**src/srl_pkg.sv**
```systemverilog
`default_nettype none
package srl_pkg;

    // ------------------------------------------------------------
    // Widths
    // ------------------------------------------------------------
    localparam int WORD_W = 10;
    localparam logic [9:0] LOSS_WORD = 10'h3ff;

    // ------------------------------------------------------------
    // Rates and timing
    // ------------------------------------------------------------
    localparam int CLK_MHZ = 125;
    localparam int LOCK_US = 500;
    localparam int LOCK_CYC = LOCK_US * CLK_MHZ;
    localparam int SYNC_BITS_MAX = 2500;
    localparam int SYNC_BITS_TYP = 200;
    localparam int LOS_AMP_MIN = 8;

    // ------------------------------------------------------------
    // Register map (APB byte addresses)
    // ------------------------------------------------------------
    localparam logic [7:0] ADDR_CTRL   = 8'h00;
    localparam logic [7:0] ADDR_STATUS = 8'h04;
    localparam logic [7:0] ADDR_IRQ_ST = 8'h08;
    localparam logic [7:0] ADDR_IRQ_EN = 8'h0c;
    localparam logic [7:0] ADDR_IRQ_CL = 8'h10;
    localparam logic [7:0] ADDR_TXCAP  = 8'h14;
    localparam logic [7:0] ADDR_RXWORD = 8'h18;
    localparam logic [7:0] ADDR_AMP    = 8'h1c;

    // Control bits
    localparam int CTRL_TX_RATE = 0;
    localparam int CTRL_RX_RATE = 1;
    localparam int CTRL_ALIGN   = 2;
    localparam logic [2:0] CTRL_RESET = 3'h0;

    // Interrupt event bits
    localparam int IRQ_LOSS_SET = 0;
    localparam int IRQ_LOSS_CLR = 1;
    localparam int IRQ_LOCK     = 2;
    localparam int IRQ_W        = 3;

    // ------------------------------------------------------------
    // Types
    // ------------------------------------------------------------
    typedef enum logic [1:0] {
        LK_IDLE = 2'b00,
        LK_FREQ = 2'b01,
        LK_SYNC = 2'b10,
        LK_DONE = 2'b11
    } srl_lock_e;

    typedef struct packed {
        logic       loss;
        logic [9:0] word;
    } srl_rx_s;

endpackage
`default_nettype wire

```
**src/srl_core.sv**
```systemverilog
// The register addresses and the APB register port are this design's own decisions.
`timescale 1ns/1ns
`default_nettype none
// Operation
// - Small input amplitude raises loss flag and forces receive word all ones.
// - Valid amplitude clears loss flag and passes deserialized stream through.
// - Rate select and alignment mode choose 53.125 or 106.25 MHz clocks.
// - Transmit speed 0 captures word on falling transmit clock edge only.
// - Transmit latency is about 8.5 bit times plus fixed delay.
// - Serializer sends bit 0 first, then higher bits in order.
// - Receive latency is about 13.5 ns plus 2.5 bit times.
// - Frequency lock is reached within 500 microseconds after power-up.
// - Bit sync after phase jump within 2500 bit times, typically 200.
// - Half-rate mode: second receive clock trails first by half a clock period (two words).
// - Transmit speed 1 captures one word on each transmit clock edge.
// - Receive path takes serial input; loss gate acts on that stream.
module srl_core #(
    parameter int LOCK_CYCLES = srl_pkg::LOCK_CYC
) (
    // APB
    input  wire logic        pclk,
    input  wire logic        presetn,
    input  wire logic        psel,
    input  wire logic        penable,
    input  wire logic        pwrite,
    input  wire logic [7:0]  paddr,
    input  wire logic [31:0] pwdata,
    output logic      [31:0] prdata,
    output logic             pready,
    output logic             pslverr,
    output logic             irq,
    // Transmit side
    input  wire logic        xmit_byte_clock,
    input  wire logic [9:0]  tx_word,
    output logic             serial_out,
    // Receive side
    input  wire logic        serial_in,
    input  wire logic [7:0]  serial_amp,
    input  wire logic        reference_clock_in,
    output logic      [9:0]  rx_word,
    output logic             signal_loss_flag,
    output logic             recv_clock_first,
    output logic             recv_clock_second
);

    // ------------------------------------------------------------
    // Input synchronisers
    // ------------------------------------------------------------
    logic [2:0]  tbc_q;
    logic [9:0]  txw_m_q, txw_q;
    logic [1:0]  si_q, ref_q;
    logic [7:0]  amp_m_q, amp_q;

    // Two-flop capture; third tbc stage only for edge finding
    always_ff @(posedge pclk or negedge presetn) begin
        if (!presetn) begin
            tbc_q   <= 3'h0;
            txw_m_q <= 10'h000;
            txw_q   <= 10'h000;
            si_q    <= 2'h0;
            ref_q   <= 2'h0;
            amp_m_q <= 8'h00;
            amp_q   <= 8'h00;
        end else begin
            tbc_q   <= {tbc_q[1:0], xmit_byte_clock};
            txw_m_q <= tx_word;
            txw_q   <= txw_m_q;
            si_q    <= {si_q[0], serial_in};
            ref_q   <= {ref_q[0], reference_clock_in};
            amp_m_q <= serial_amp;
            amp_q   <= amp_m_q;
        end
    end

    // ------------------------------------------------------------
    // Control register decode
    // ------------------------------------------------------------
    logic [2:0]  ctrl_q;
    logic [srl_pkg::IRQ_W-1:0] ist_q, ien_q;
    logic        wr_en, rd_en;
    logic        tx_rate, rx_rate, align_mode;

    // Bus strobes and control fields
    assign wr_en      = psel & penable & pwrite;
    assign rd_en      = psel & penable & ~pwrite;
    assign pready     = 1'b1;
    assign tx_rate    = ctrl_q[srl_pkg::CTRL_TX_RATE];
    assign rx_rate    = ctrl_q[srl_pkg::CTRL_RX_RATE];
    assign align_mode = ctrl_q[srl_pkg::CTRL_ALIGN];

    // ------------------------------------------------------------
    // Transmit capture and serializer
    // ------------------------------------------------------------
    logic        tbc_rise, tbc_fall, tx_take;
    logic [9:0]  tx_cap_q, tx_sh_q;
    logic [3:0]  tx_cnt_q;

    // Edge finder on the synchronised byte clock
    assign tbc_rise = tbc_q[1] & ~tbc_q[2];
    assign tbc_fall = ~tbc_q[1] & tbc_q[2];
    // Rate 0 takes falling edges only, rate 1 both edges
    assign tx_take  = tbc_fall | (tx_rate & tbc_rise);

    // Word latched, then shifted out LSB first
    always_ff @(posedge pclk or negedge presetn) begin
        if (!presetn) begin
            tx_cap_q <= 10'h000;
            tx_sh_q  <= 10'h000;
            tx_cnt_q <= 4'h0;
        end else if (tx_take) begin
            tx_cap_q <= txw_q;
            tx_sh_q  <= txw_q;
            tx_cnt_q <= 4'h0;
        end else if (tx_cnt_q != 4'h9) begin
            tx_sh_q  <= {1'b0, tx_sh_q[9:1]};
            tx_cnt_q <= tx_cnt_q + 4'h1;
        end
    end

    assign serial_out = tx_sh_q[0];

    // ------------------------------------------------------------
    // Receive deserializer with loss gate
    // ------------------------------------------------------------
    logic [9:0]  rx_sh_q;
    logic [3:0]  rx_cnt_q;
    logic        word_end, amp_low;
    srl_pkg::srl_rx_s rx_q;

    // Word boundary and amplitude threshold
    assign word_end = (rx_cnt_q == 4'h9);
    assign amp_low  = (amp_q < 8'(srl_pkg::LOS_AMP_MIN));

    // Serial input shifts in, first bit lands in bit 0
    always_ff @(posedge pclk or negedge presetn) begin
        if (!presetn) begin
            rx_sh_q  <= 10'h000;
            rx_cnt_q <= 4'h0;
        end else begin
            rx_sh_q  <= {si_q[1], rx_sh_q[9:1]};
            rx_cnt_q <= word_end ? 4'h0 : rx_cnt_q + 4'h1;
        end
    end

    // Word and flag only update on word boundary
    always_ff @(posedge pclk or negedge presetn) begin
        if (!presetn) begin
            rx_q <= '{loss: 1'b1, word: srl_pkg::LOSS_WORD};
        end else if (word_end) begin
            rx_q.loss <= amp_low;
            rx_q.word <= amp_low ? srl_pkg::LOSS_WORD
                                 : {si_q[1], rx_sh_q[9:1]};
        end
    end

    assign rx_word          = rx_q.word;
    assign signal_loss_flag = rx_q.loss;

    // ------------------------------------------------------------
    // Receive byte clocks
    // ------------------------------------------------------------
    logic [1:0]  rbc_q;
    logic        div_q;

    // Half-rate: toggle every second word, second clock half a period late
    always_ff @(posedge pclk or negedge presetn) begin
        if (!presetn) begin
            div_q <= 1'b0;
            rbc_q <= 2'h0;
        end else if (word_end) begin
            div_q <= ~div_q;
            if (!rx_rate && !align_mode) begin
                if (div_q) begin
                    rbc_q <= {rbc_q[0], ~rbc_q[0]};
                end
            end else begin
                rbc_q <= {~rbc_q[1], ~rbc_q[1]};
            end
        end
    end

    assign recv_clock_first  = rbc_q[0];
    assign recv_clock_second = rbc_q[1];

    // ------------------------------------------------------------
    // Lock sequencing
    // ------------------------------------------------------------
    srl_pkg::srl_lock_e lk_q, lk_d;
    logic [31:0] lk_cnt_q;
    logic        ref_seen_q, lock_ev;

    // Reference clock activity starts the frequency lock count
    always_comb begin
        lk_d = lk_q;
        case (lk_q)
            srl_pkg::LK_IDLE: if (ref_seen_q) lk_d = srl_pkg::LK_FREQ;
            srl_pkg::LK_FREQ: if (lk_cnt_q >= 32'(LOCK_CYCLES - 1)) lk_d = srl_pkg::LK_SYNC;
            srl_pkg::LK_SYNC: if (lk_cnt_q >= 32'(srl_pkg::SYNC_BITS_TYP - 1) || amp_low)
                                  lk_d = amp_low ? srl_pkg::LK_SYNC : srl_pkg::LK_DONE;
            srl_pkg::LK_DONE: if (amp_low) lk_d = srl_pkg::LK_SYNC;
            default:          lk_d = srl_pkg::LK_IDLE;
        endcase
    end

    assign lock_ev = (lk_q == srl_pkg::LK_SYNC) && (lk_d == srl_pkg::LK_DONE);

    // State and count of the lock sequence
    always_ff @(posedge pclk or negedge presetn) begin
        if (!presetn) begin
            lk_q       <= srl_pkg::LK_IDLE;
            lk_cnt_q   <= 32'h0;
            ref_seen_q <= 1'b0;
        end else begin
            lk_q       <= lk_d;
            // Signal loss only restarts bit sync; frequency lock runs off the reference
            lk_cnt_q   <= (lk_d != lk_q || (amp_low && lk_q == srl_pkg::LK_SYNC)) ? 32'h0
                                                                               : lk_cnt_q + 32'h1;
            ref_seen_q <= ref_seen_q | (ref_q[1] ^ ref_q[0]);
        end
    end

    // ------------------------------------------------------------
    // Registers and interrupts
    // ------------------------------------------------------------
    logic [srl_pkg::IRQ_W-1:0] ev, clr;
    logic        loss_prev_q;

    // Status events: lock reached, loss cleared, loss raised
    assign ev  = {lock_ev, loss_prev_q & ~rx_q.loss, ~loss_prev_q & rx_q.loss};
    assign clr = (wr_en && paddr == srl_pkg::ADDR_IRQ_CL) ? pwdata[srl_pkg::IRQ_W-1:0] : '0;
    assign irq = |(ist_q & ien_q);

    // Sticky status, set wins over clear
    always_ff @(posedge pclk or negedge presetn) begin
        if (!presetn) begin
            ctrl_q      <= srl_pkg::CTRL_RESET;
            ien_q       <= '0;
            ist_q       <= '0;
            loss_prev_q <= 1'b1;
        end else begin
            loss_prev_q <= rx_q.loss;
            ist_q       <= (ist_q & ~clr) | ev;
            if (wr_en && paddr == srl_pkg::ADDR_CTRL) ctrl_q <= pwdata[2:0];
            if (wr_en && paddr == srl_pkg::ADDR_IRQ_EN) ien_q <= pwdata[srl_pkg::IRQ_W-1:0];
        end
    end

    // Read mux
    always_comb begin
        prdata  = 32'h0;
        pslverr = 1'b0;
        case (paddr)
            srl_pkg::ADDR_CTRL:   prdata = {29'h0, ctrl_q};
            srl_pkg::ADDR_STATUS: prdata = {28'h0, lk_q, rx_q.loss, ref_seen_q};
            srl_pkg::ADDR_IRQ_ST: prdata = {29'h0, ist_q};
            srl_pkg::ADDR_IRQ_EN: prdata = {29'h0, ien_q};
            srl_pkg::ADDR_IRQ_CL: prdata = 32'h0;
            srl_pkg::ADDR_TXCAP:  prdata = {22'h0, tx_cap_q};
            srl_pkg::ADDR_RXWORD: prdata = {22'h0, rx_q.word};
            srl_pkg::ADDR_AMP:    prdata = {24'h0, amp_q};
            default:              pslverr = psel & penable;
        endcase
    end

    // ------------------------------------------------------------
    // Assertions
    // ------------------------------------------------------------
    loss_word_a: assert property (@(posedge pclk) disable iff (!presetn)
        rx_q.loss |-> rx_q.word == srl_pkg::LOSS_WORD) else $error("loss word not ones");
    loss_set_a: assert property (@(posedge pclk) disable iff (!presetn)
        word_end && amp_low |=> rx_q.loss) else $error("loss flag not raised");
    loss_clr_a: assert property (@(posedge pclk) disable iff (!presetn)
        word_end && !amp_low |=> !rx_q.loss) else $error("loss flag not cleared");
    word_bound_a: assert property (@(posedge pclk) disable iff (!presetn)
        !word_end |=> $stable(rx_q)) else $error("rx word changed mid word");
    fall_take_a: assert property (@(posedge pclk) disable iff (!presetn)
        !tx_rate && tbc_rise |=> tx_cnt_q != 4'h0)
        else $error("rising edge captured at rate 0");
    lsb_first_a: assert property (@(posedge pclk) disable iff (!presetn)
        tx_take |=> serial_out == $past(txw_q[0])) else $error("bit 0 not first");
    both_edge_a: assert property (@(posedge pclk) disable iff (!presetn)
        tx_rate && tbc_rise |=> tx_cap_q == $past(txw_q)) else $error("rise not captured");
    lock_bound_a: assert property (@(posedge pclk) disable iff (!presetn)
        lk_q == srl_pkg::LK_FREQ |-> lk_cnt_q < 32'(LOCK_CYCLES)) else $error("lock late");
    irq_level_a: assert property (@(posedge pclk) disable iff (!presetn)
        irq == |(ist_q & ien_q)) else $error("irq mismatch");
    sticky_set_a: assert property (@(posedge pclk) disable iff (!presetn)
        ev != '0 |=> (ist_q & $past(ev)) == $past(ev)) else $error("status event lost");
    clk_pair_a: assert property (@(posedge pclk) disable iff (!presetn)
        (rx_rate || align_mode) && word_end |=> recv_clock_first == recv_clock_second)
        else $error("receive clocks not paired");
    interleave_a: assert property (@(posedge pclk) disable iff (!presetn)
        !$past(rx_rate) && !$past(align_mode) && $rose(recv_clock_second) |-> !recv_clock_first)
        else $error("receive clocks not interleaved");

    loss_cov_c:  cover property (@(posedge pclk) disable iff (!presetn) $rose(rx_q.loss));
    clear_cov_c: cover property (@(posedge pclk) disable iff (!presetn) $fell(rx_q.loss));
    lock_cov_c:  cover property (@(posedge pclk) disable iff (!presetn) lock_ev);
    ddr_cov_c:   cover property (@(posedge pclk) disable iff (!presetn) tx_rate && tbc_rise);
    half_cov_c:  cover property (@(posedge pclk) disable iff (!presetn)
        $rose(recv_clock_second) && !recv_clock_first);

endmodule
`default_nettype wire

```
**config.mk**
```make
export PLATFORM = sky130hd
export DESIGN_NAME = srl_core
export DESIGN_NICKNAME = d
export VERILOG_FILES = /design/src/srl_pkg.sv /design/src/srl_core.sv
export SDC_FILE = /design/constraint.sdc
export NUM_CORES = 1
export LEC_CHECK = 0
export BUFFER_PORTS_ARGS = -buffer_cell sky130_fd_sc_hd__buf_2
export CAP_MARGIN = 5
export CORE_MARGIN = 2
export CORE_UTILIZATION = 50
export CTS_BUF_LIST = sky130_fd_sc_hd__clkbuf_8
export DETAILED_ROUTE_END_ITERATION = 8
export PLACE_DENSITY = 0.73
export SYNTH_ARGS = -nofsm -noshare
export SYNTH_HDL_FRONTEND = slang
export SYNTH_SLANG_ARGS = --single-unit
```
**constraint.sdc**
```tcl
create_clock -name pclk -period 3.9 [get_ports pclk]
set_input_delay 0 -clock pclk [delete_from_list [all_inputs] [get_ports pclk]]
set_output_delay 0 -clock pclk [all_outputs]
set_load 0.03 [all_outputs]
```
# After elaboration in Yosys (flattened, before gate mapping)
# Cells that the tools add are included.
# op_classes
order_cmp	3
n_mux	18
n_addsub	3
n_eq_ne	15
reduce_logical	16
n_bitwise	21
# op_table
op	n
10-bit case mux with 7 select lines	1
32-bit by 1-bit adder with 32-bit output (second input constant)	1
8-bit by 5-bit equality test with 1-bit output (second input constant)	4
32-bit by 16-bit >= comparator with 1-bit output (second input constant)	1
32-bit by 8-bit >= comparator with 1-bit output (second input constant)	1
32-bit two-way mux	1
10-bit two-way mux	3
8-bit by 4-bit equality test with 1-bit output (second input constant)	2
2-bit two-way mux	6
4-bit two-way mux	3
4-bit by 1-bit adder with 4-bit output (second input constant)	2
8-bit by 3-bit equality test with 1-bit output (second input constant)	1
8-bit logical NOT	1
8-bit by 4-bit < comparator with 1-bit output (second input constant)	1
2-bit case mux with 4 select lines	1
8-bit OR reduction	1
1-bit AND	7
1-bit NOT	7
3-bit AND	2
2-bit equality test (second input constant)	3
1-bit logical AND	6
4-bit equality test (second input constant)	1
4-bit inequality test (second input constant)	1
3-bit two-way mux	1
other kinds (14)	18
# totals
register_bits	140
output_inout_bits	49
inputBits	66
word_cells	99

# Depth between registers and ports, before layout
# Gate-level depths: netlist of the first run.
# logic_depth
ltp_word	7
mapped_depth	8

# Worst setup path after synthesis of the first run
# No wires, ideal clock.
# synth_path
kind	register to register
startpoint	reg lk_cnt_q[0]
endpoint	reg lk_cnt_q[30]
setup_time_ns	0.087
required_time_ns	3.813
synth_period_minus_slack_ns	1.911
slack_ns	1.989
t_arrival_ns	1.825
path_stages_with_launch	8
path_cell_list	dfrtp_1 > ha_1 > a2111oi_0 > nor2_1 > nor3_1 > o21ai_2 > buf_6 > a211oi_2
# synth_between
elab_chain_len	7
elab_cells_between_ends	10
cone_classes	1 x add/sub; 2 x order compare; 1 x eq/ne; 4 x mux; 2 x reduce/logical
# synth_lines
item	line_no	text
from (decl)	srl_core.sv:189	logic [31:0] lk_cnt_q;
from (signal assigned)	srl_core.sv:216	lk_cnt_q <= (lk_d != lk_q || (amp_low && lk_q == srl_pkg::LK_SYNC)) ? 32'h0
32-bit by 8-bit >= comparator with 1-bit output	srl_core.sv:198	srl_pkg::LK_SYNC: if (lk_cnt_q >= 32'(srl_pkg::SYNC_BITS_TYP - 1) || amp_low)
1-bit logical OR	srl_core.sv:198	
2-bit two-way mux	srl_core.sv:198	
2-bit case mux with 4 select lines	srl_core.sv:195	case (lk_q)
2-bit inequality test	srl_core.sv:216	
1-bit logical OR	srl_core.sv:216	
32-bit two-way mux (*)	srl_core.sv:216	
# Every way passes the cells marked *; elsewhere a longest branch is shown, timed or not.
# A chain may end at the register's enable or synchronous reset.

# Worst setup path in the final report of the first run
# layout_path
startpoint	reg amp_q[7]
endpoint	reg lk_cnt_q[13]
# layout_between
elab_chain_len	7
elab_cells_between_ends	10
cone_classes	1 x order compare; 1 x eq/ne; 5 x mux; 3 x reduce/logical
# layout_lines
item	line_no	text
from (decl)	srl_core.sv:52	logic [7:0] amp_m_q, amp_q;
from (signal assigned)	srl_core.sv:71	amp_q <= amp_m_q;
8-bit by 4-bit < comparator with 1-bit output (*)	srl_core.sv:132	assign amp_low = (amp_q < 8'(srl_pkg::LOS_AMP_MIN));
1-bit two-way mux or 1-bit logical OR (tied branches)	srl_core.sv:199, srl_core.sv:198	
2-bit two-way mux	srl_core.sv:198	
2-bit case mux with 4 select lines	srl_core.sv:195	
2-bit inequality test	srl_core.sv:216	
1-bit logical OR (*)	srl_core.sv:216	
32-bit two-way mux (*)	srl_core.sv:216	
# Marks and branches as above.

==> metrics, run 1 <==
final setup violation count 0; Synth warnings 0; CTS Hold Buffers Added 25; Slew Viols, Final 0; share of the synthesized area in the top cell type 0.5309; max cap viols 0; CTS buffer count 17; largest net degree at the start of global routing roughly 110; H-tree levels 4; synthesized area per cell 11.38 µm²; Synth Instances between 500 and 600; routed wl met3 between 500 and 600 µm; CTS max path bufs 2; FF-to-FF End lk_cnt_q[13]; Final ANT Viol Nets 0; # IOs roughly 120; Placed Area 0.006292 mm²; maximum vdd drop 0.3101 mV; DR vias/cell ~5.3; initial antenna violation count 0; cell area after layout about 0.007 mm²; global-route wire length before repair about 19 mm; post-synth top area cell dfrtp_1; vias in the first global route just under 4000; Hold Crit Depth 6; status finished, final reports clean; Detailed Place HPWL approximately 7.5 mm; crit-path max cell delay between 0.7 and 0.8 ns; P_leak about 3.3 nW; global placer's final weighted congestion 0.8563; Setup crit end lk_cnt_q[13]; number of detailed-routing iterations run before antenna repair 5; Slew HR 0.3736; P per Cell Area approximately 470 mW/mm²; core footprint approximately 0.012 mm²; Least-Margin Pin Slew approximately 0.94 ns; Final Hold Slack approximately 0.14 ns; Die Ht approximately 110 µm; asr flop ratio synth 1.000; CTS root buf clkbuf_8; Setup TNS 0 ns; share of cells above drive strength 1 0.2300; antenna fix cells 0; WP data required 4.18 ns; most common cell in the netlist dfrtp_1; top post-synthesis cells by count 127 x dfrtp_1, 53 x nand2_1, 41 x nor2_1; Worst setup SP type flop; largest cells by area after synthesis dfrtp_1 53%, dfstp_2 5.3%, nand2_1 3.3%; ys flop type dfrtp_1; Worst Path Max Fanout 33; Final min period ~2.3 ns; GRT Residual Overflow 0; die area approximately 0.013 mm²; internal reg-to-reg setup slack 1.60 ns; GR Util All Layers 0.1900; TritonCTS clock tree yes; Post-Syn Area around 0.0060 mm²; number of DRC markers in iteration 0 roughly 350; max frequency between 0.4 and 0.5 GHz; R2R Path Start amp_q[7]; CTS clk-pin slew, worst paths about 0.080 ns; DIE WIDTH around 110 µm; CP max-delay cell a2bb2oi_4; Final Hold Fails 0; Post-CTS Setup Inserts 0; Worst Setup End Kind flop; Port Buffer Count 62; met2 WL 5.317 mm; EDFF count, synth 0; Worst EP arrival between 2 and 3 ns; post-cts sizing count 0; WS Path Type reg -> reg; sequential share of the synthesized area 0.5836; initial core utilization 0.5176; Final period util 0.5901; final core occ 0.6016; DR top layer met4; WL met1 between 5 and 6 mm; Worst R2R Path Depth 4; Vias around 4100; Yosys cell types 59; Seq cells post-synth 139; clock skew 0.008793 ns; synth-to-layout area growth 16.24%; fin nets ~680; clock latency on the worst-skew pair around 0.45 ns; Hold Path Class in -> reg; total routed wirelength about 11 mm; RSZ-0062 raised after global routing false; DRC Markers 0; Worst setup startpoint amp_q[7]; routed length per instance around 15 µm; Rows 39; Critical Path, Cell by Cell or4_4 > nor2_4 > a2bb2oi_4 > nor3_1; Sink Count roughly 140
power breakdown:
part,switching [mW],internal (mW)
logic,0.228,0.173
clock network,0.563,0.633
registers,0.102,1.57
total,0.893,2.38
worst min-delay path by stage:
stage                   from    endpoint  slack, ns
4_1_cts              penable    ist_q[0]       0.11
2_1_floorplan        presetn  amp_m_q[0]      -0.30
3_5_place_dp   serial_amp[1]  amp_m_q[1]       0.11
6_report             penable    ist_q[0]       0.14
5_1_grt              penable    ien_q[1]       0.13
3_3_place_gp      tx_word[8]  txw_m_q[8]       0.11
area by class of cell:
class	count	area, µm²
Sequential cell	139	3493
Clock buffer	17	234.0
Timing Repair Buffer	92	608.1
Clock inverter	14	170.2
Multi-Input combinational cell	352	2228
Fill cell	936	4607
Tap cell	143	178.9
Inverter	12	45.04
kinds of logic (layout without fill, tap and decap cells):
family,after synthesis,in the layout,synth area share
and+or+nand+nor,198,198,0.1725
DFF,139,139,0.5836
AOI/OAI and AO/OA,67,67,0.07505
buffers and inverters,56,135,0.05727
xor gates and xnor gates,32,32,0.04682
muxes,29,29,0.05727
adders and majority gates,3,3,0.006272
other,2,23,0.001255
placed cells by master (no fill, tap or decap), types with 6 or more instances in the layout:
cell / n
nor3_1: 30
a22oi_1: 6
dfrtp_1: 127
dlygate4sd3_1: 25
xor2_1: 22
or3_1: 7
xnor2_1: 10
nand4_1: 12
mux2_2: 12
conb_1: 23
mux2i_1: 14
inv_1: 13
clkbuf_8: 17
dfstp_2: 12
nor2_1: 41
nand3_1: 21
nand2_1: 53
o21ai_0: 19
a21oi_1: 15
buf_2: 61
layer usage:
| metal | global-route usage | vias up |
|---|---|---|
| met3 | 0.05898 | 20 |
| met4 | 0.07642 | 0 |
| li1 | - | 1959 |
| met2 | 0.2902 | 112 |
| met1 | 0.2561 | 1989 |
| met5 | 0 | - |
stage by stage:
stage,power [mW],setup WS [ns],instances
finish,3.268,1.599,769
global route,3.431,1.338,769
CTS,3.300,1.597,768
detailed placement,2.082,1.612,712
global placement,2.059,1.637,712
floorplan,1.973,1.989,547
sequential cells by signal (all words and copies together) (netlist names), 3 cells and up:
signal,flops
ctrl_q,3
rx_sh_q,9
tx_sh_q,10
tbc_q,3
txw_m_q,10
rx_word,10
amp_q,8
rx_cnt_q,4
tx_cnt_q,4
lk_cnt_q,32
ist_q,3
tx_cap_q,10
ien_q,3
txw_q,10
amp_m_q,8
worst max-delay path: cells and delay by family, from the launching register on:
family / cells / cell delay [ns]
and+or+nand+nor: 3 / 1.00
AOI/OAI and AO/OA: 1 / 0.73
DFF: 1 / 0.38
Note: power is estimated with default switching activity, not from simulation.
==> inputs of run 2 (changes only) <==
==> constraint.sdc (replaced) <==
create_clock -name pclk -period 2.2 [get_ports pclk]
set_input_delay 0 -clock pclk [delete_from_list [all_inputs] [get_ports pclk]]
set_output_delay 0 -clock pclk [all_outputs]
set_load 0.03 [all_outputs]
==> run 2 against run 1 <==
  * Combinational power rose by 86%
  * First-iteration DRC count down 15%
  * Fmax is 14% higher
  * Setup slack got worse by 1.4 ns
  * Clock power grew 71%
  * Wire length up 1.8%
  * Critical path depth up 3
  * Final area is 1.7% higher
  * Non-clock buffer count up 9
  * Clock-buffer cell count rose by 3
==> metrics, run 2 (synthesis results as in run 1) <==
status finished, final reports clean; Rows 39 (unchanged); initial antenna violation count 0 (unchanged); Place WS 0.003520 ns (-1.609 ns); Vias 4164 (+2.1%); Final period util 0.9182 (+0.3281); DR vias/cell 5.338 (+0.62%); final setup violation count 0 (unchanged); Sink Count 139 (unchanged); share of cells above drive strength 1 0.2480 (+0.01801); final core occ 0.6120 (+0.01039); Detailed Place HPWL 7.622 mm (+2.1%); Comb pwr share 0.129 (+0.006); total routed wirelength 11.46 mm (+1.8%); Final min period 2.020 ns (-0.2812 ns); routed length per instance 14.69 µm (+0.39%); clock share of power 0.356 (-0.010); Int Pwr 4.128 mW (+74%); CP max-delay cell a2111oi_0; antenna fix cells 0 (unchanged); Port Buffer Count 62 (unchanged); share of power burned in registers 0.514 (+0.003); Worst Path Max Fanout 32 (-3.0%); Worst EP arrival 2.37 ns (-0.22 ns); core footprint 0.01156 mm² (unchanged); # IOs 115 (unchanged); most common cell after layout, fill and taps aside dfrtp_1; GR Util All Layers 0.1874 (-0.002551); RSZ-0062 raised after global routing false; Sw Pwr 1.626 mW (+82%); Critical Path, Cell by Cell ha_1 > a2111oi_0 > nor2_1 > nor3_2 > o21ai_2 > buf_12 > nor3_1; DRC Markers 0 (unchanged); crit-path max cell delay 0.45 ns (-0.28 ns); Die Ht 113.4 µm (unchanged); Layout fillers 889 (-5.0%); WS Path Type reg -> reg; max cap viols 0 (unchanged); initial core utilization 0.5176 (unchanged); cell area after layout 0.007078 mm² (+1.7%); Slew Viols, Final 0 (unchanged); fin nets 693 (+1.5%); Hold Path Class in -> reg; setup ws final 0.1799 ns (-1.419 ns); H-tree levels 4 (unchanged); GRT Residual Overflow 0 (unchanged); global-route wire length before repair 18.98 mm (-0.65%); maximum vdd drop 0.5666 mV (+83%); clock latency on the worst-skew pair 0.44 ns (about the same); global placer's final weighted congestion 0.8454 (-1.3%); Largest register FFs 32 (unchanged); CTS max path bufs 2 (unchanged); largest net degree at the start of global routing 75 (-31%); DIE WIDTH 113.4 µm (unchanged); most frequent cells in the layout 127 x dfrtp_1, 61 x buf_2, 53 x nand2_1; Switching Share 0.2826 (+0.009437); WP data required 2.55 ns (-1.63 ns); Placed Area 0.006392 mm² (+1.6%); Slew HR 0.5762 (+0.2026); Worst setup SP type flop; number of detailed-routing iterations run before antenna repair 5 (unchanged); CTS buffer count 17 (unchanged); Final ANT Viol Nets 0 (unchanged); max frequency 0.4950 GHz (+14%); synth-to-layout area growth 18.25%; CTS root buf clkbuf_8; P_leak 3.366 nW (+1.9%); vias in the first global route 4035 (+3.2%); TritonCTS clock tree yes; die area 0.01286 mm² (unchanged); number of DRC markers in iteration 0 296 (-15%); Worst Setup End Kind flop; Top reg by flops lk_cnt_q; CTS clk-pin slew, worst paths 0.08 ns (about the same); Least-Margin Pin Slew 0.6357 ns (-0.3006 ns); Final Hold Fails 0 (unchanged); P per Cell Area 812.9 mW/mm² (+73%); clock skew 0.01385 ns (+0.005062 ns)
-- run 2: cell count changes in the layout (fill, tap and decap cells not counted), moves of 2 or more --
cell,before,now
buf_12,0,2
buf_4,4,12
bufinv_16,3,1
clkbuf_8,17,20
clkinv_4,0,3
clkinvlp_4,3,0
-- run 2: metrics by stage --
stage	setup TNS (ns)	power, mW	instances	hold WS [ns]
after floorplan	0	3.497	547	-0.2956
after global placement	0	3.679	722	0.04606
after detailed placement	0	3.718	722	0.05272
after CTS	-0.01715	5.810	779	0.1092
after global routing	0	6.043	780	0.1302
final	0	5.754	780	0.1258
-- run 2: worst paths after layout --
| kind | start | to | slack [ns] | cells past startpoint |
|---|---|---|---|---|
| worst max-delay path | lk_cnt_q[0] | lk_cnt_q[13] | 0.18 | 7 |
| worst min-delay path | penable | ist_q[2] | 0.13 | 6 |
| worst max register to register | lk_cnt_q[0] | lk_cnt_q[13] | 0.18 | 7 |
| worst min register to register | amp_m_q[2] | amp_q[2] | 0.35 | 0 |
| max in group asynchronous | presetn | lk_cnt_q[28] | 1.37 | 3 |
| min in group asynchronous | presetn | tx_cap_q[8] | 0.14 | 2 |
-- run 2: cell type report --
cell class	count	area (µm²)	area share
repair buffers	101	696.9	0.09846
clock buffers	20	275.3	0.03889
inverters	12	45.04	0.006364
multi-input cells	353	2263	0.3198
flip-flops and latches	139	3493	0.4935
well taps	143	178.9	0.02528
clock inverters	12	125.1	0.01768
-- run 2: power groups by stage --
| stage | logic, mW | registers [mW] | clock network [mW] |
|---|---|---|---|
| after CTS | 0.752 | 2.96 | 2.10 |
| after global placement | 0.685 | 2.99 | 0 |
| after global routing | 0.838 | 2.99 | 2.22 |
| final | 0.745 | 2.96 | 2.05 |
| after floorplan | 0.506 | 2.99 | 0 |
| after detailed placement | 0.713 | 3.00 | 0 |
-- run 2: worst max-delay path, delay by kind of cell, from the launching register on --
kind / cells / cell delay [ns]
adders and majority gates: 1 / 0.24
DFF: 1 / 0.41
AOI/OAI and AO/OA: 2 / 0.56
and+or+nand+nor: 3 / 0.54
buffers and inverters: 1 / 0.17
-- run 2: repair_timing --
item	4_1_cts	5_1_grt
setup buffers	0	0
hold endpoints to repair	101	0
cloned	0	1
hold buffers	25	0
resized for setup	0	3
pin swaps	0	1
setup endpoints to repair	5	33
-- run 2: per-layer routing --
metal / global-route usage / part of all wire / vias up
met5: 0 / 0 / -
met4: 0.06992 / 0.016 / 0
met3: 0.05632 / 0.042 / 20
met2: 0.2958 / 0.48 / 94
met1: 0.2476 / 0.46 / 2061
li1: - / - / 1989
==> inputs of run 3 (changes only) <==
--- a/config.mk
+++ b/config.mk
@@ -12,6 +12,7 @@
 export CTS_BUF_LIST = sky130_fd_sc_hd__clkbuf_8
 export DETAILED_ROUTE_END_ITERATION = 8
 export PLACE_DENSITY = 0.73
+export RECOVER_POWER = 25
 export SYNTH_ARGS = -nofsm -noshare
 export SYNTH_HDL_FRONTEND = slang
 export SYNTH_SLANG_ARGS = --single-unit
==> run 3 against run 2 <==
  * The flow now finishes with violations (max-capacitance violations, max-slew violations)
  * Critical path depth unchanged
  * Power about the same
  * Wire length up 0.19%
  * Sequential power about the same
  * Final area about the same
  * Setup slack about the same
  * Clock skew about the same
  * Sequential share of layout area about the same
  * Clock power about the same
  * Core utilization down 0.054 points
  * Highest routed layer unchanged
==> metrics, run 3 (synthesis results as in run 1) <==
synth-to-layout area growth 18.14% (about the same); Worst Path Max Fanout 32 (unchanged); most common cell after layout, fill and taps aside dfrtp_1; Slew HR -0.1655 (-0.7417); internal reg-to-reg setup slack 0.18 ns (about the same); Vias 4169 (+0.12%); FF-to-FF End lk_cnt_q[13]; maximum vdd drop 0.5661 mV (about the same); GR Util All Layers 0.1874 (unchanged); global placer's final weighted congestion 0.8454 (unchanged); Final min period 2.020 ns (+0.000003000 ns); DR vias/cell 5.345 (+0.12%); max cap viols 1 (+1); CTS root buf clkbuf_8; fin nets 693 (unchanged); Final period util 0.9182 (about the same); Worst setup startpoint lk_cnt_q[0]; placed cells 722 (unchanged); Post-CTS Setup Inserts 0 (unchanged); share of cells above drive strength 1 0.2465 (-0.001570); R2R Path Start lk_cnt_q[0]; Sink Count 139 (unchanged); Worst EP arrival 2.37 ns (about the same); Slew Viols, Final 74 (+74); H-tree levels 4 (unchanged); Port Buffer Count 62 (unchanged); P per Cell Area 813.6 mW/mm² (about the same); global-route wire length before repair 18.98 mm (unchanged); core footprint 0.01156 mm² (unchanged); Final ANT Viol Nets 0 (unchanged); DIE WIDTH 113.4 µm (unchanged); vias in the first global route 4035 (unchanged); Place WS 0.003520 ns (unchanged); largest net degree at the start of global routing 75 (unchanged); WS Path Type reg -> reg; number of DRC markers in iteration 0 295 (-0.34%); CTS clk-pin slew, worst paths 0.08 ns (about the same); Die Ht 113.4 µm (unchanged); Worst R2R Path Depth 7 (unchanged); met1 Track Usage GR 0.2476 (unchanged); CTS max path bufs 2 (unchanged); clock latency on the worst-skew pair 0.44 ns (about the same); initial antenna violation count 0 (unchanged); P_leak 3.364 nW (about the same); Hold Crit Depth 6 (unchanged); Finished Layout Cells 780 (unchanged); Rows 39 (unchanged); M2 GR Usage 0.2958 (unchanged); Detailed Place HPWL 7.622 mm (unchanged); Placed Area 0.006392 mm² (unchanged); Hold Path Class in -> reg; Final Hold Fails 0 (unchanged); Setup TNS 0 ns (unchanged); total routed wirelength 11.48 mm (+0.19%); clock skew 0.01358 ns (-0.0002756 ns); TritonCTS clock tree yes; Top reg by flops lk_cnt_q; # IOs 115 (unchanged); failing checks max-capacitance violations, max-slew violations; GRT Residual Overflow 0 (unchanged); CTS buffer count 17 (unchanged); max frequency 0.4950 GHz (about the same); GRT Max-Usage Layer met2; HP Start penable; cell area after layout 0.007072 mm² (about the same); setup ws final 0.1799 ns (-0.000003000 ns); initial core utilization 0.5176 (unchanged); final core occ 0.6115 (about the same); most frequent cells in the layout 127 x dfrtp_1, 61 x buf_2, 53 x nand2_1; Largest register FFs 32 (unchanged); number of detailed-routing iterations run before antenna repair 5 (unchanged); status complete, but fails checks; GR Util met3 0.05632 (unchanged); Worst setup SP type flop; final setup violation count 0 (unchanged); Worst Setup End Kind flop; RSZ-0062 raised after global routing false; die area 0.01286 mm² (unchanged); Least-Margin Pin Slew 1.748 ns (+1.113 ns); hold endpoint ist_q[2]; WP data required 2.55 ns (about the same); antenna fix cells 0 (unchanged); DRC Markers 0 (unchanged); routed length per instance 14.72 µm (+0.19%)
==> run 3: worst max-delay path by stage <==
stage | slack (ns) | depth (start not counted) | end
floorplan | 0.29 | 7 | lk_cnt_q[30]
CTS | -0.007 | 6 | lk_cnt_q[1]
detailed placement | 0.004 | 6 | lk_cnt_q[17]
global placement | 0.07 | 6 | lk_cnt_q[1]
finish | 0.18 | 7 | lk_cnt_q[13]
global route | 0.0007 | 7 | lk_cnt_q[18]
==> run 3: per-layer routing <==
layer	wire, µm	share of wire
met5	0	0
met4	188	0.016
met3	430	0.037
met2	5506	0.48
met1	5353	0.47
==> run 3: critical path: stages (launching register included) <==
cell and delay [ns]:
dfrtp_1 0.41, ha_1 0.24, a2111oi_0 0.45, nor2_1 0.13
nor3_2 0.19, o21ai_2 0.11, buf_12 0.17, nor3_1 0.22
==> run 3: area by class of cell <==
type / instances / area (µm²)
fillers: 890 / 4493
clock inverters: 12 / 125.1
inverters: 12 / 45.04
multi-input cells: 353 / 2263
repair buffers: 101 / 690.7
clock buffers: 20 / 275.3
flip-flops and latches: 139 / 3493
well taps: 143 / 178.9
==> run 3: stage by stage <==
| step | total power [mW] | hold slack [ns] |
|---|---|---|
| 6_report | 5.754 | 0.1257 |
| 5_1_grt | 6.042 | 0.1302 |
| 4_1_cts | 5.810 | 0.1092 |
| 3_5_place_dp | 3.718 | 0.05272 |
| 3_3_place_gp | 3.679 | 0.04606 |
| 2_1_floorplan | 3.497 | -0.2956 |
==> run 3: where the power goes <==
| group | switching, mW | internal, mW |
|---|---|---|
| Sequential | 0.179 | 2.78 |
| Combinational | 0.415 | 0.329 |
| Clock | 1.03 | 1.02 |
| Total | 1.63 | 4.13 |
==> run 3: what timing repair did <==
item,CTS,global route
hold buffers,25,0
resized for setup,0,3
gates cloned,0,1
pin swaps,0,1
setup endpoints to repair,5,33
hold endpoints to repair,101,0
